<file path="src/rtl/sfcc_consts.vh">
// Register map, field positions, reset values and timing for the calibration controller
`ifndef SFCC_CONSTS_VH
`define SFCC_CONSTS_VH

`define SFCC_IDX_FTN        8'h18
`define SFCC_IDX_CF         8'h1a
`define SFCC_IDX_DCU        8'h1b
`define SFCC_IDX_TST        8'h3d
`define SFCC_ADDR_FTN       12'h060
`define SFCC_ADDR_CF        12'h068
`define SFCC_ADDR_DCU       12'h06c
`define SFCC_ADDR_TST       12'h0f4
`define SFCC_ADDR_IRQ_STAT  12'h100
`define SFCC_ADDR_IRQ_MASK  12'h104
`define SFCC_ADDR_CTRL      12'h108

`define SFCC_BIT_GO         7
`define SFCC_BIT_CHIP_SEL   7
`define SFCC_BIT_CHIP_VAL   6
`define SFCC_BIT_DIR        5
`define SFCC_BIT_DIR_SEL    4

`define SFCC_RST_FTN_VALUE  6'h18
`define SFCC_RST_CF_LOW     7'h57
`define SFCC_RST_DCU_LOW    7'h20
`define SFCC_RST_TST        8'h00

`define SFCC_IRQ_LOCK       0
`define SFCC_IRQ_UNLOCK     1
`define SFCC_IRQ_FTN_DONE   2
`define SFCC_IRQ_DCU_DONE   3

`define SFCC_CLK_MHZ        25
`define SFCC_T_CF_US        8
`define SFCC_T_DCU_US       6
`define SFCC_T_FTN_US       25
`define SFCC_CYC_CF         (`SFCC_T_CF_US * `SFCC_CLK_MHZ)
`define SFCC_CYC_DCU        (`SFCC_T_DCU_US * `SFCC_CLK_MHZ)
`define SFCC_CYC_FTN        (`SFCC_T_FTN_US * `SFCC_CLK_MHZ)

`endif

</file>
<file path="src/rtl/sfcc_calib_ctrl.v">
// Calibration control and synthesizer test override register bank, AXI4-Lite
//
// The implementer's own choice: the AXI4-Lite slave port.
`timescale 1ns/1ps
`include "sfcc_consts.vh"

//////////////////////////////////////////////////////////////////////////////
module sfcc_calib_ctrl (
    input  wire        clk_sys_i,
    input  wire        rst_n_i,
    input  wire [11:0] s_axi_awaddr,
    input  wire        s_axi_awvalid,
    output wire        s_axi_awready,
    input  wire [31:0] s_axi_wdata,
    input  wire [3:0]  s_axi_wstrb,
    input  wire        s_axi_wvalid,
    output wire        s_axi_wready,
    output wire [1:0]  s_axi_bresp,
    output wire        s_axi_bvalid,
    input  wire        s_axi_bready,
    input  wire [11:0] s_axi_araddr,
    input  wire        s_axi_arvalid,
    output wire        s_axi_arready,
    output wire [31:0] s_axi_rdata,
    output wire [1:0]  s_axi_rresp,
    output wire        s_axi_rvalid,
    input  wire        s_axi_rready,
    input  wire        power_monitor_enable_i,
    input  wire        radio_idle_entry_i,
    input  wire        synth_active_i,
    input  wire        normal_chip_i,
    input  wire        normal_tx_dir_i,
    output wire        modulator_chip_o,
    output wire        synth_tx_dir_o,
    output wire [5:0]  filter_tune_value_o,
    output wire        cal_running_o,
    output wire        irq_o
);
    localparam CW = 10;

    //////////////////////////////////////////////////////////////////////////
    // Pin synchronisers
    reg [2:0] pin_meta_reg;
    reg [2:0] pin_sync_reg;
    reg       idle_entry_d_reg;

    always @(posedge clk_sys_i or negedge rst_n_i) begin
        if (!rst_n_i) begin
            pin_meta_reg     <= 3'h0;
            pin_sync_reg     <= 3'h0;
            idle_entry_d_reg <= 1'b0;
        end else begin
            pin_meta_reg     <= {synth_active_i, radio_idle_entry_i,
                                 power_monitor_enable_i};
            pin_sync_reg     <= pin_meta_reg;
            idle_entry_d_reg <= pin_sync_reg[1];
        end
    end

    wire power_mon_en = pin_sync_reg[0];
    wire idle_entry  = pin_sync_reg[1] & ~idle_entry_d_reg;
    wire synth_on    = pin_sync_reg[2];

    //////////////////////////////////////////////////////////////////////////
    // Registers
    reg        ftn_go_reg;
    reg [5:0]  ftn_value_reg;
    reg        ftn_rsvd_reg;
    reg        cf_go_reg;
    reg [6:0]  cf_low_reg;
    reg        dcu_go_reg;
    reg [6:0]  dcu_low_reg;
    reg [7:0]  tst_reg;
    reg [3:0]  irq_stat_reg;
    reg [3:0]  irq_mask_reg;

    reg        aw_hold_reg;
    reg [11:0] aw_addr_reg;
    reg        w_hold_reg;
    reg [31:0] w_data_reg;
    reg [3:0]  w_strb_reg;
    reg        bvalid_reg;
    reg [1:0]  bresp_reg;
    reg        rvalid_reg;
    reg [31:0] rdata_reg;
    reg [1:0]  rresp_reg;

    function is_mapped;
        input [11:0] a;
        begin
            is_mapped = (a == `SFCC_ADDR_FTN) || (a == `SFCC_ADDR_CF) ||
                        (a == `SFCC_ADDR_DCU) || (a == `SFCC_ADDR_TST) ||
                        (a == `SFCC_ADDR_IRQ_STAT) ||
                        (a == `SFCC_ADDR_IRQ_MASK) ||
                        (a == `SFCC_ADDR_CTRL);
        end
    endfunction

    //////////////////////////////////////////////////////////////////////////
    // Write channel: address and data taken in either order
    assign s_axi_awready = ~aw_hold_reg & ~bvalid_reg;
    assign s_axi_wready  = ~w_hold_reg & ~bvalid_reg;

    wire aw_have = aw_hold_reg | (s_axi_awvalid & s_axi_awready);
    wire w_have  = w_hold_reg | (s_axi_wvalid & s_axi_wready);
    wire [11:0] wa = aw_hold_reg ? aw_addr_reg :
                     {s_axi_awaddr[11:2], 2'b00};
    wire [31:0] wd = w_hold_reg ? w_data_reg : s_axi_wdata;
    wire [3:0]  ws = w_hold_reg ? w_strb_reg : s_axi_wstrb;
    wire        wr_fire = aw_have & w_have & ~bvalid_reg;
    wire        wr_b0   = wr_fire & ws[0];

    wire        wr_ftn  = wr_b0 & (wa == `SFCC_ADDR_FTN);
    wire        wr_cf   = wr_b0 & (wa == `SFCC_ADDR_CF);
    wire        wr_dcu  = wr_b0 & (wa == `SFCC_ADDR_DCU);

    wire cf_start  = wr_cf & wd[`SFCC_BIT_GO] & ~cf_go_reg;
    wire dcu_start = wr_dcu & wd[`SFCC_BIT_GO] & ~dcu_go_reg;
    wire filter_tune_go = (wr_ftn & wd[`SFCC_BIT_GO] & ~ftn_go_reg) |
                     (idle_entry & ~ftn_go_reg);

    //////////////////////////////////////////////////////////////////////////
    // Calibration timers, independent so they overlap freely
    wire cf_busy;
    wire cf_done;
    wire dcu_busy;
    wire dcu_done;
    wire ftn_busy;
    wire ftn_done;

    sfcc_cal_timer #(.CYCLES(`SFCC_CYC_CF), .CW(CW)) u_cf_timer (
        .clk_sys_i (clk_sys_i),
        .rst_n_i   (rst_n_i),
        .start_i   (cf_start),
        .busy_o    (cf_busy),
        .done_o    (cf_done)
    );

    sfcc_cal_timer #(.CYCLES(`SFCC_CYC_DCU), .CW(CW)) u_dcu_timer (
        .clk_sys_i (clk_sys_i),
        .rst_n_i   (rst_n_i),
        .start_i   (dcu_start),
        .busy_o    (dcu_busy),
        .done_o    (dcu_done)
    );

    sfcc_cal_timer #(.CYCLES(`SFCC_CYC_FTN), .CW(CW)) u_ftn_timer (
        .clk_sys_i (clk_sys_i),
        .rst_n_i   (rst_n_i),
        .start_i   (filter_tune_go),
        .busy_o    (ftn_busy),
        .done_o    (ftn_done)
    );

    // No state gating on starts: calibration proceeds in any radio state
    assign cal_running_o = cf_busy | dcu_busy | ftn_busy;

    //////////////////////////////////////////////////////////////////////////
    // Interrupt events
    reg [3:0] irq_evt;
    always @* begin
        irq_evt = 4'h0;
        irq_evt[`SFCC_IRQ_LOCK]     = cf_done;
        irq_evt[`SFCC_IRQ_UNLOCK]   = cf_start & synth_on;
        irq_evt[`SFCC_IRQ_FTN_DONE] = ftn_done;
        irq_evt[`SFCC_IRQ_DCU_DONE] = dcu_done;
    end

    assign irq_o = |(irq_stat_reg & irq_mask_reg);

    //////////////////////////////////////////////////////////////////////////
    // Register state
    always @(posedge clk_sys_i or negedge rst_n_i) begin
        if (!rst_n_i) begin
            ftn_go_reg    <= 1'b0;
            ftn_rsvd_reg  <= 1'b1;
            ftn_value_reg <= `SFCC_RST_FTN_VALUE;
            cf_go_reg     <= 1'b0;
            cf_low_reg    <= `SFCC_RST_CF_LOW;
            dcu_go_reg    <= 1'b0;
            dcu_low_reg   <= `SFCC_RST_DCU_LOW;
            tst_reg       <= `SFCC_RST_TST;
            irq_stat_reg  <= 4'h0;
            irq_mask_reg  <= 4'h0;
        end else begin
            if (cf_start)
                cf_go_reg <= 1'b1;
            else if (cf_done)
                cf_go_reg <= 1'b0;
            if (dcu_start)
                dcu_go_reg <= 1'b1;
            else if (dcu_done)
                dcu_go_reg <= 1'b0;
            if (filter_tune_go)
                ftn_go_reg <= 1'b1;
            else if (ftn_done)
                ftn_go_reg <= 1'b0;
            if (wr_ftn) begin
                ftn_rsvd_reg  <= wd[6];
                ftn_value_reg <= wd[5:0];
            end
            if (wr_cf)
                cf_low_reg <= wd[6:0];
            if (wr_dcu)
                dcu_low_reg <= {1'b0, wd[5:0]};
            if (wr_b0 & (wa == `SFCC_ADDR_TST))
                tst_reg <= wd[7:0];
            if (wr_b0 & (wa == `SFCC_ADDR_IRQ_MASK))
                irq_mask_reg <= wd[3:0];
            // A new event wins over a write-one clear in the same cycle
            if (wr_b0 & (wa == `SFCC_ADDR_IRQ_STAT))
                irq_stat_reg <= (irq_stat_reg & ~wd[3:0]) | irq_evt;
            else
                irq_stat_reg <= irq_stat_reg | irq_evt;
        end
    end

    //////////////////////////////////////////////////////////////////////////
    // Override outputs: stored TST values apply only with the monitor enabled, the tune value always
    wire [7:0] tst_eff = power_mon_en ? tst_reg : `SFCC_RST_TST;
    reg        chip_reg;
    reg        dir_reg;

    always @(posedge clk_sys_i or negedge rst_n_i) begin
        if (!rst_n_i) begin
            chip_reg <= 1'b0;
            dir_reg  <= 1'b0;
        end else begin
            chip_reg <= tst_eff[`SFCC_BIT_CHIP_SEL] ?
                        tst_eff[`SFCC_BIT_CHIP_VAL] : normal_chip_i;
            dir_reg  <= tst_eff[`SFCC_BIT_DIR_SEL] ?
                        tst_eff[`SFCC_BIT_DIR] : normal_tx_dir_i;
        end
    end

    assign modulator_chip_o    = chip_reg;
    assign synth_tx_dir_o      = dir_reg;
    assign filter_tune_value_o = ftn_value_reg;

    //////////////////////////////////////////////////////////////////////////
    // Bus handshakes and read path
    always @(posedge clk_sys_i or negedge rst_n_i) begin
        if (!rst_n_i) begin
            aw_hold_reg <= 1'b0;
            aw_addr_reg <= 12'h000;
            w_hold_reg  <= 1'b0;
            w_data_reg  <= 32'h00000000;
            w_strb_reg  <= 4'h0;
            bvalid_reg  <= 1'b0;
            bresp_reg   <= 2'h0;
        end else begin
            if (wr_fire) begin
                aw_hold_reg <= 1'b0;
                w_hold_reg  <= 1'b0;
                bvalid_reg  <= 1'b1;
                bresp_reg   <= is_mapped(wa) ? 2'h0 : 2'h2;
            end else begin
                if (s_axi_awvalid & s_axi_awready) begin
                    aw_hold_reg <= 1'b1;
                    aw_addr_reg <= {s_axi_awaddr[11:2], 2'b00};
                end
                if (s_axi_wvalid & s_axi_wready) begin
                    w_hold_reg <= 1'b1;
                    w_data_reg <= s_axi_wdata;
                    w_strb_reg <= s_axi_wstrb;
                end
                if (bvalid_reg & s_axi_bready)
                    bvalid_reg <= 1'b0;
            end
        end
    end

    assign s_axi_arready = ~rvalid_reg;
    wire [11:0] ra = {s_axi_araddr[11:2], 2'b00};
    reg  [7:0]  rd_byte;

    always @* begin
        case (ra)
            `SFCC_ADDR_FTN:      rd_byte = {ftn_go_reg, ftn_rsvd_reg,
                                            ftn_value_reg};
            `SFCC_ADDR_CF:       rd_byte = {cf_go_reg, cf_low_reg};
            `SFCC_ADDR_DCU:      rd_byte = {dcu_go_reg, dcu_low_reg};
            `SFCC_ADDR_TST:      rd_byte = tst_reg;
            `SFCC_ADDR_IRQ_STAT: rd_byte = {4'h0, irq_stat_reg};
            `SFCC_ADDR_IRQ_MASK: rd_byte = {4'h0, irq_mask_reg};
            `SFCC_ADDR_CTRL:     rd_byte = {5'h00, synth_on, power_mon_en,
                                            cal_running_o};
            default:             rd_byte = 8'h00;
        endcase
    end

    always @(posedge clk_sys_i or negedge rst_n_i) begin
        if (!rst_n_i) begin
            rvalid_reg <= 1'b0;
            rdata_reg  <= 32'h00000000;
            rresp_reg  <= 2'h0;
        end else if (s_axi_arvalid & s_axi_arready) begin
            rvalid_reg <= 1'b1;
            rdata_reg  <= {24'h000000, rd_byte};
            rresp_reg  <= is_mapped(ra) ? 2'h0 : 2'h2;
        end else if (rvalid_reg & s_axi_rready) begin
            rvalid_reg <= 1'b0;
        end
    end

    assign s_axi_bvalid = bvalid_reg;
    assign s_axi_bresp  = bresp_reg;
    assign s_axi_rvalid = rvalid_reg;
    assign s_axi_rdata  = rdata_reg;
    assign s_axi_rresp  = rresp_reg;
endmodule

</file>
<file path="src/rtl/sfcc_cal_timer.v">
// Single calibration timer: busy from start until a fixed cycle count expires
`timescale 1ns/1ps
module sfcc_cal_timer #(
    parameter CYCLES = 200,
    parameter CW     = 10
) (
    input  wire clk_sys_i,
    input  wire rst_n_i,
    input  wire start_i,
    output wire busy_o,
    output wire done_o
);
    reg [CW-1:0] cnt_reg;
    reg          busy_reg;
    reg          done_reg;

    // A start while busy is ignored so a running cycle always completes
    always @(posedge clk_sys_i or negedge rst_n_i) begin
        if (!rst_n_i) begin
            cnt_reg  <= {CW{1'b0}};
            busy_reg <= 1'b0;
            done_reg <= 1'b0;
        end else begin
            done_reg <= 1'b0;
            if (!busy_reg) begin
                if (start_i) begin
                    busy_reg <= 1'b1;
                    cnt_reg  <= CYCLES[CW-1:0] - {{(CW-1){1'b0}}, 1'b1};
                end
            end else if (cnt_reg == {CW{1'b0}}) begin
                busy_reg <= 1'b0;
                done_reg <= 1'b1;
            end else begin
                cnt_reg <= cnt_reg - {{(CW-1){1'b0}}, 1'b1};
            end
        end
    end

    assign busy_o = busy_reg;
    assign done_o = done_reg;
endmodule

</file>
<file path="config.mk">
export PLATFORM = sky130hd
export DESIGN_NAME = sfcc_calib_ctrl
export DESIGN_NICKNAME = d
export VERILOG_FILES = /design/src/rtl/sfcc_calib_ctrl.v /design/src/rtl/sfcc_cal_timer.v
export VERILOG_INCLUDE_DIRS = /design/src /design/src/rtl
export SDC_FILE = /design/constraint.sdc
export NUM_CORES = 1
export LEC_CHECK = 0
export BUFFER_PORTS_ARGS = -buffer_cell sky130_fd_sc_hd__buf_2
export CAP_MARGIN = 5
export CORE_AREA = 2 2 141 129
export CTS_BUF_LIST = sky130_fd_sc_hd__clkbuf_4 sky130_fd_sc_hd__clkbuf_8
export DETAILED_ROUTE_END_ITERATION = 12
export DIE_AREA = 0 0 143 131
export RECOVER_POWER = 100
export SETUP_SLACK_MARGIN = 0.2
export SYNTH_ARGS = -nofsm -noshare
export SYNTH_HDL_FRONTEND = slang
export SYNTH_SLANG_ARGS = --single-unit
</file>
<file path="constraint.sdc">
create_clock -name clk_sys_i -period 5.89 [get_ports clk_sys_i]
set_input_delay 1.767 -clock clk_sys_i [delete_from_list [all_inputs] [get_ports clk_sys_i]]
set_output_delay 1.767 -clock clk_sys_i [all_outputs]
set_load 0.05 [all_outputs]
</file>
## After elaboration in Yosys (flattened, before gate mapping)

Index checks and enable logic that the tools add are counted.

- Register bits: 119
- Output and inout bits: 51
- Bits of input ports: 72

- Add/subtract/negate cells: 3
- Bitwise gates (word level): 44
- Eq/ne operators: 17
- Muxes and demuxes: 48
- Reductions and logical operators: 31

Operators with widths:

| kind | number |
|---|---|
| $mux 10 | 9 |
| $pmux 8 s7 | 1 |
| $eq 12x7->1 const B | 3 |
| $eq 12x9->1 const B | 3 |
| $mux 1 | 32 |
| $eq 10x5->1 const B | 3 |
| $eq 10x7->1 const B | 3 |
| $logic_not 10->1 | 3 |
| $sub 10x1->10 const B | 3 |
| $and 1x1->1 | 25 |
| $reduce_bool 2->1 | 10 |
| $mux 8 | 2 |
| $eq 12x8->1 const B | 1 |
| $logic_or 1x1->1 | 12 |
| $mux 12 | 1 |
| $eq 10x6->1 const B | 1 |
| $reduce_and 2->1 | 5 |
| $not 1->1 | 9 |
| $and 4x4->4 | 2 |
| $or 4x4->4 | 2 |
| $ne 2x2->1 const B | 3 |
| $or 1x1->1 | 5 |
| $mux 2 | 2 |
| $mux 4 | 1 |
| other kinds (2) | 2 |

## Longest topological paths before layout

- Depth in word-level cells: 13
- Depth in mapped cells: 8

## Cells and area by module

A second synthesis with hierarchy kept.

- Cells, all modules: 544
- Area, all modules: 6024.5 um^2

By module, submodules not included:

| module | seq. area each (um^2) | area each (um^2) | cells each | instances |
|---|---|---|---|---|
| sfcc_calib_ctrl | 2038.2 | 4068.9 | 349 | 1 |
| sfcc_cal_timer (u_cf_timer) | 300.3 | 689.4 | 70 | 1 |
| sfcc_cal_timer (u_dcu_timer) | 300.3 | 633.1 | 63 | 1 |
| sfcc_cal_timer (u_ftn_timer) | 300.3 | 633.1 | 62 | 1 |

## Worst setup path after synthesis

No wires, ideal clock.

- Path kind: input-to-reg
- From: input port s_axi_awaddr[4]
- To: register u_cf_timer.cnt_reg[3]
- Cell stages on the path: 6
- Setup slack: 2492 ps
- Buffers on the path: 1
- Required time: 5769 ps
- Data arrival time: 3277 ps
- Cell sequence: or3_4 > a2111oi_4 > o2111ai_1 > o21a_1 > buf_2 > a22o_1

- Longest elaborated chain between the ends: 7

RTL lines:

| item | RTL line | RTL |
|---|---|---|
| start, declared | sfcc_calib_ctrl.v:11 | `input wire [11:0] s_axi_awaddr,` |
| $mux 12 | sfcc_calib_ctrl.v:106 | `wire [11:0] wa = aw_hold_reg ? aw_addr_reg :` |
| $eq 12x7->1 (no line) | -- |  |
| $and 1x1->1 | sfcc_calib_ctrl.v:114 | `` wire wr_cf = wr_b0 & (wa == `SFCC_ADDR_CF); `` |
| $and 1x1->1 (2 in series) | sfcc_calib_ctrl.v:117 | `` wire cf_start = wr_cf & wd[`SFCC_BIT_GO] & ~cf_go_reg; `` |
| $reduce_bool 2->1 (no line) | -- |  |
| $reduce_and 2->1 (no line) | -- |  |
| end signal, assigned | sfcc_cal_timer.v:20 | `cnt_reg <= {CW{1'b0}};` |
| end signal, assigned | sfcc_cal_timer.v:28 | `cnt_reg <= CYCLES[CW-1:0] - {{(CW-1){1'b0}}, 1'b1};` |
| end signal, assigned | sfcc_cal_timer.v:34 | `cnt_reg <= cnt_reg - {{(CW-1){1'b0}}, 1'b1};` |
| end, declared | sfcc_cal_timer.v:13 | `reg [CW-1:0] cnt_reg;` |

No other way between the ends.
A chain may end at the register's enable or synchronous reset.

## Final worst setup path

- From: input port s_axi_awaddr[4]
- To: register u_cf_timer.cnt_reg[4]

Same word-level chain as after synthesis.

==> flow_summary_export.csv <==
group,metric,value,unit
run_status,outcome,"finished with violations",
run_status,violations,"max-capacitance violations, max-slew violations",
floorplanning,coreArea,17320,µm²
grt,antenna_found_initial,0,
power_and_ir_drop,switching_share,31.45,%
floorplanning,start_util,34.36,%
timing,fin_ws,1.848,ns
yosys,yosys-top-cells-area,"dfrtp_1 45%, mux2_2 6.1%, mux2_1 5.3%, dfstp_2 4.0%, buf_4 3.3%",
timing,skew,0.01533,ns
grt,grt_start_max_net_pins,54,
route,first_pass_iters,5,
worst_setup_path,crit_path_end_kind,"register",
clocking,hold_buffers,0,
placement,port_buffers,65,
route,drt.antenna.violating_nets,0,
floorplanning,die_h,131,µm
clocking,cts_setup_buffers,0,
hold_path,hold_path_class,"reg2reg",
cells_and_area,final_core_util,39.34,%
timing,tns,0,ns
worst_setup_path,required,6.20,ns
power_and_ir_drop,clockPowerShare,36.9,%
job,maxCapViolations,1,
clocking,clock-sinks,117,
timing,worst_pin_slew,2.867,ns
power_and_ir_drop,power_density,355.0,nW/µm²
clocking,cts_htree_levels,4,
cells_and_area,nNetsFinal,687,
floorplanning,die_w,143,µm
power_and_ir_drop,total_leakage_power,2.936,nW
clocking,cts_buffer_depth,2,
clocking,cts_root_buf,"clkbuf_8",
cells_and_area,final_cell_mix,"108 x dfrtp_1, 39 x nand2_1, 34 x clkbuf_1, 33 x buf_2, 32 x mux2_2",
timing,slew_violations,54,
power_and_ir_drop,cell_internal_pwr,1.658,mW
cells_and_area,layout-drive-gt1-share,18.72,%
timing,period_share,68.63,%
worst_setup_path,critPathLaunchType,"input pin",
power_and_ir_drop,p_switching,0.7609,mW
grt,grt_overflow_total,0,
yosys,synth_cells,544,
placement,hpwl,9.781,mm
grt,grt_util_all_layers,14.62,%
route,via_per_inst,5.049,
timing,min_period,4.042,ns
timing,maxSlewHeadroom,-91.12,%
yosys,netlist_area,5952,µm²
power_and_ir_drop,finalPower,2.419,mW
yosys,synth-seq-area-share,49.38,%
placement,gp_congestion,0.8078,
placement,pre_cts_ws,2.058,ns
timing,finalSetupViolCount,0,
worst_setup_path,arrival,4.36,ns
yosys,yosys_warnings,0,
cells_and_area,syn_to_final_growth,14.51,%
grt,grt_pass1_vias,4226,
floorplanning,rows,46,
yosys,synth_enable_flop_cells,0,
floorplanning,die-area,18730,µm²
clocking,cts_resized,0,
power_and_ir_drop,vdd_ir_drop_max,0.1464,mV
yosys,synth_seq_cells,117,
route,vias,4367,
clocking,clk_latency,0.44,ns
power_and_ir_drop,pwr-share-seq,41.3,%
yosys,synth.avg_cell_area,10.94,µm²
timing,grt_setup_unrepaired,"no",
placement,placed_area,6426,µm²
cells_and_area,final_common_cell,"dfrtp_1",
yosys,synth_top_cell_by_area,"dfrtp_1",
yosys,synthArstFlopShare,100.0,%
route,wl_per_cell,15.64,µm
clocking,cts_buffers,17,
worst_setup_path,critical_path_class,"in2reg",
timing,finalHoldViolCount,0,
yosys,synth.distinct_cells,74,
power_and_ir_drop,comb_power_share,21.8,%
worst_setup_path,critPathMaxFanout,12,
route,routed_wl,13.53,mm
route,drtIter0Drc,268,
yosys,synth_top_area_share,45.41,%
yosys,synth_ff_type,"dfrtp_1",
cells_and_area,antenna_cells,0,
clocking,clkTransAtPathRegs,0.07,ns
grt,grt_pass1_wl,21.31,mm
clocking,cts_tree,"built",
cells_and_area,fin_area,6815,µm²
floorplanning,pin_count,123,
timing,fmax,0.2474,GHz
route,drc,0,
-- final cells by class --
class / instances / area (µm²)
Timing Repair Buffer: 69 / 307.8
Inverter: 17 / 63.81
Clock inverter: 13 / 229.0
Multi-Input combinational cell: 390 / 2720
Clock buffer: 19 / 255.2
Fill cell: 1733 / 10510
Tap cell: 240 / 300.3
Sequential cell: 117 / 2939
-- logic make-up (layout without fill, tap and decap cells) --
group	count (synthesis)	count (layout)	synth area share, %
AOI/OAI and AO/OA	105	105	13.52
xor gates and xnor gates	10	10	1.471
adders and majority gates	3	3	0.6307
buffers and inverters	62	118	5.739
DFF	117	117	49.38
muxes	68	68	12.70
other	1	26	0.06300
and+or+nand+nor	178	178	16.50
-- power groups by stage --
stage               combinational (mW)  clock [mW]  sequential (mW)
global route                     0.568       0.954             1.02
detailed placement               0.551           0             1.01
floorplan                        0.403           0             1.02
global placement                 0.540           0             1.01
finish                           0.526       0.893            0.999
CTS                              0.553       0.916             1.00
-- critical path, stage by stage --
cell,delay [ns]
clkbuf_1,0.09
or3_1,0.44
a2111oi_0,0.74
o2111ai_1,0.20
clkbuf_1,0.40
o21a_1,0.42
a22o_1,0.27
-- layer usage --
| metal | wire length (µm) | track usage [%] | up-vias |
|---|---|---|---|
| met2 | 6489 | 23.78 | 97 |
| li1 | - | - | 2096 |
| met3 | 453 | 3.790 | 11 |
| met1 | 6489 | 19.25 | 2163 |
| met4 | 93 | 4.485 | 0 |
| met5 | 0 | 0 | - |
-- metrics by stage --
stage	cells	hold slack [ns]
finish	865	0.3490
global route	865	0.3616
CTS	865	0.3527
detailed placement	833	0.3364
global placement	833	0.3342
floorplan	569	0.3312
-- Yosys cell counts (all sizes together), types with 7 or more instances --
cell      n
a22oi    16
a22o      9
a21oi     7
and3      9
or3       9
nor2     31
clkbuf   10
nor4b     8
dfrtp   108
nand3    10
o21ai    16
nand2    39
dfstp     9
buf      35
nor3     19
mux2     60
inv      16
mux2i     8
-- path summary, 6_finish.rpt --
path / startpoint / endpoint / slack (ns) / depth (start not counted)
max: s_axi_awaddr[4] / u_cf_timer.cnt_reg[4] / 1.85 / 7
min: pin_meta_reg[1] / pin_sync_reg[1] / 0.35 / 0
max reg2reg: aw_hold_reg / u_cf_timer.cnt_reg[4] / 2.54 / 6
min reg2reg: pin_meta_reg[1] / pin_sync_reg[1] / 0.35 / 0
max in group asynchronous: rst_n_i / cf_low_reg[2] / 1.89 / 2
min in group asynchronous: rst_n_i / w_data_reg[4] / 2.24 / 1
No activity file was read; power rests on OpenSTA's default activity.
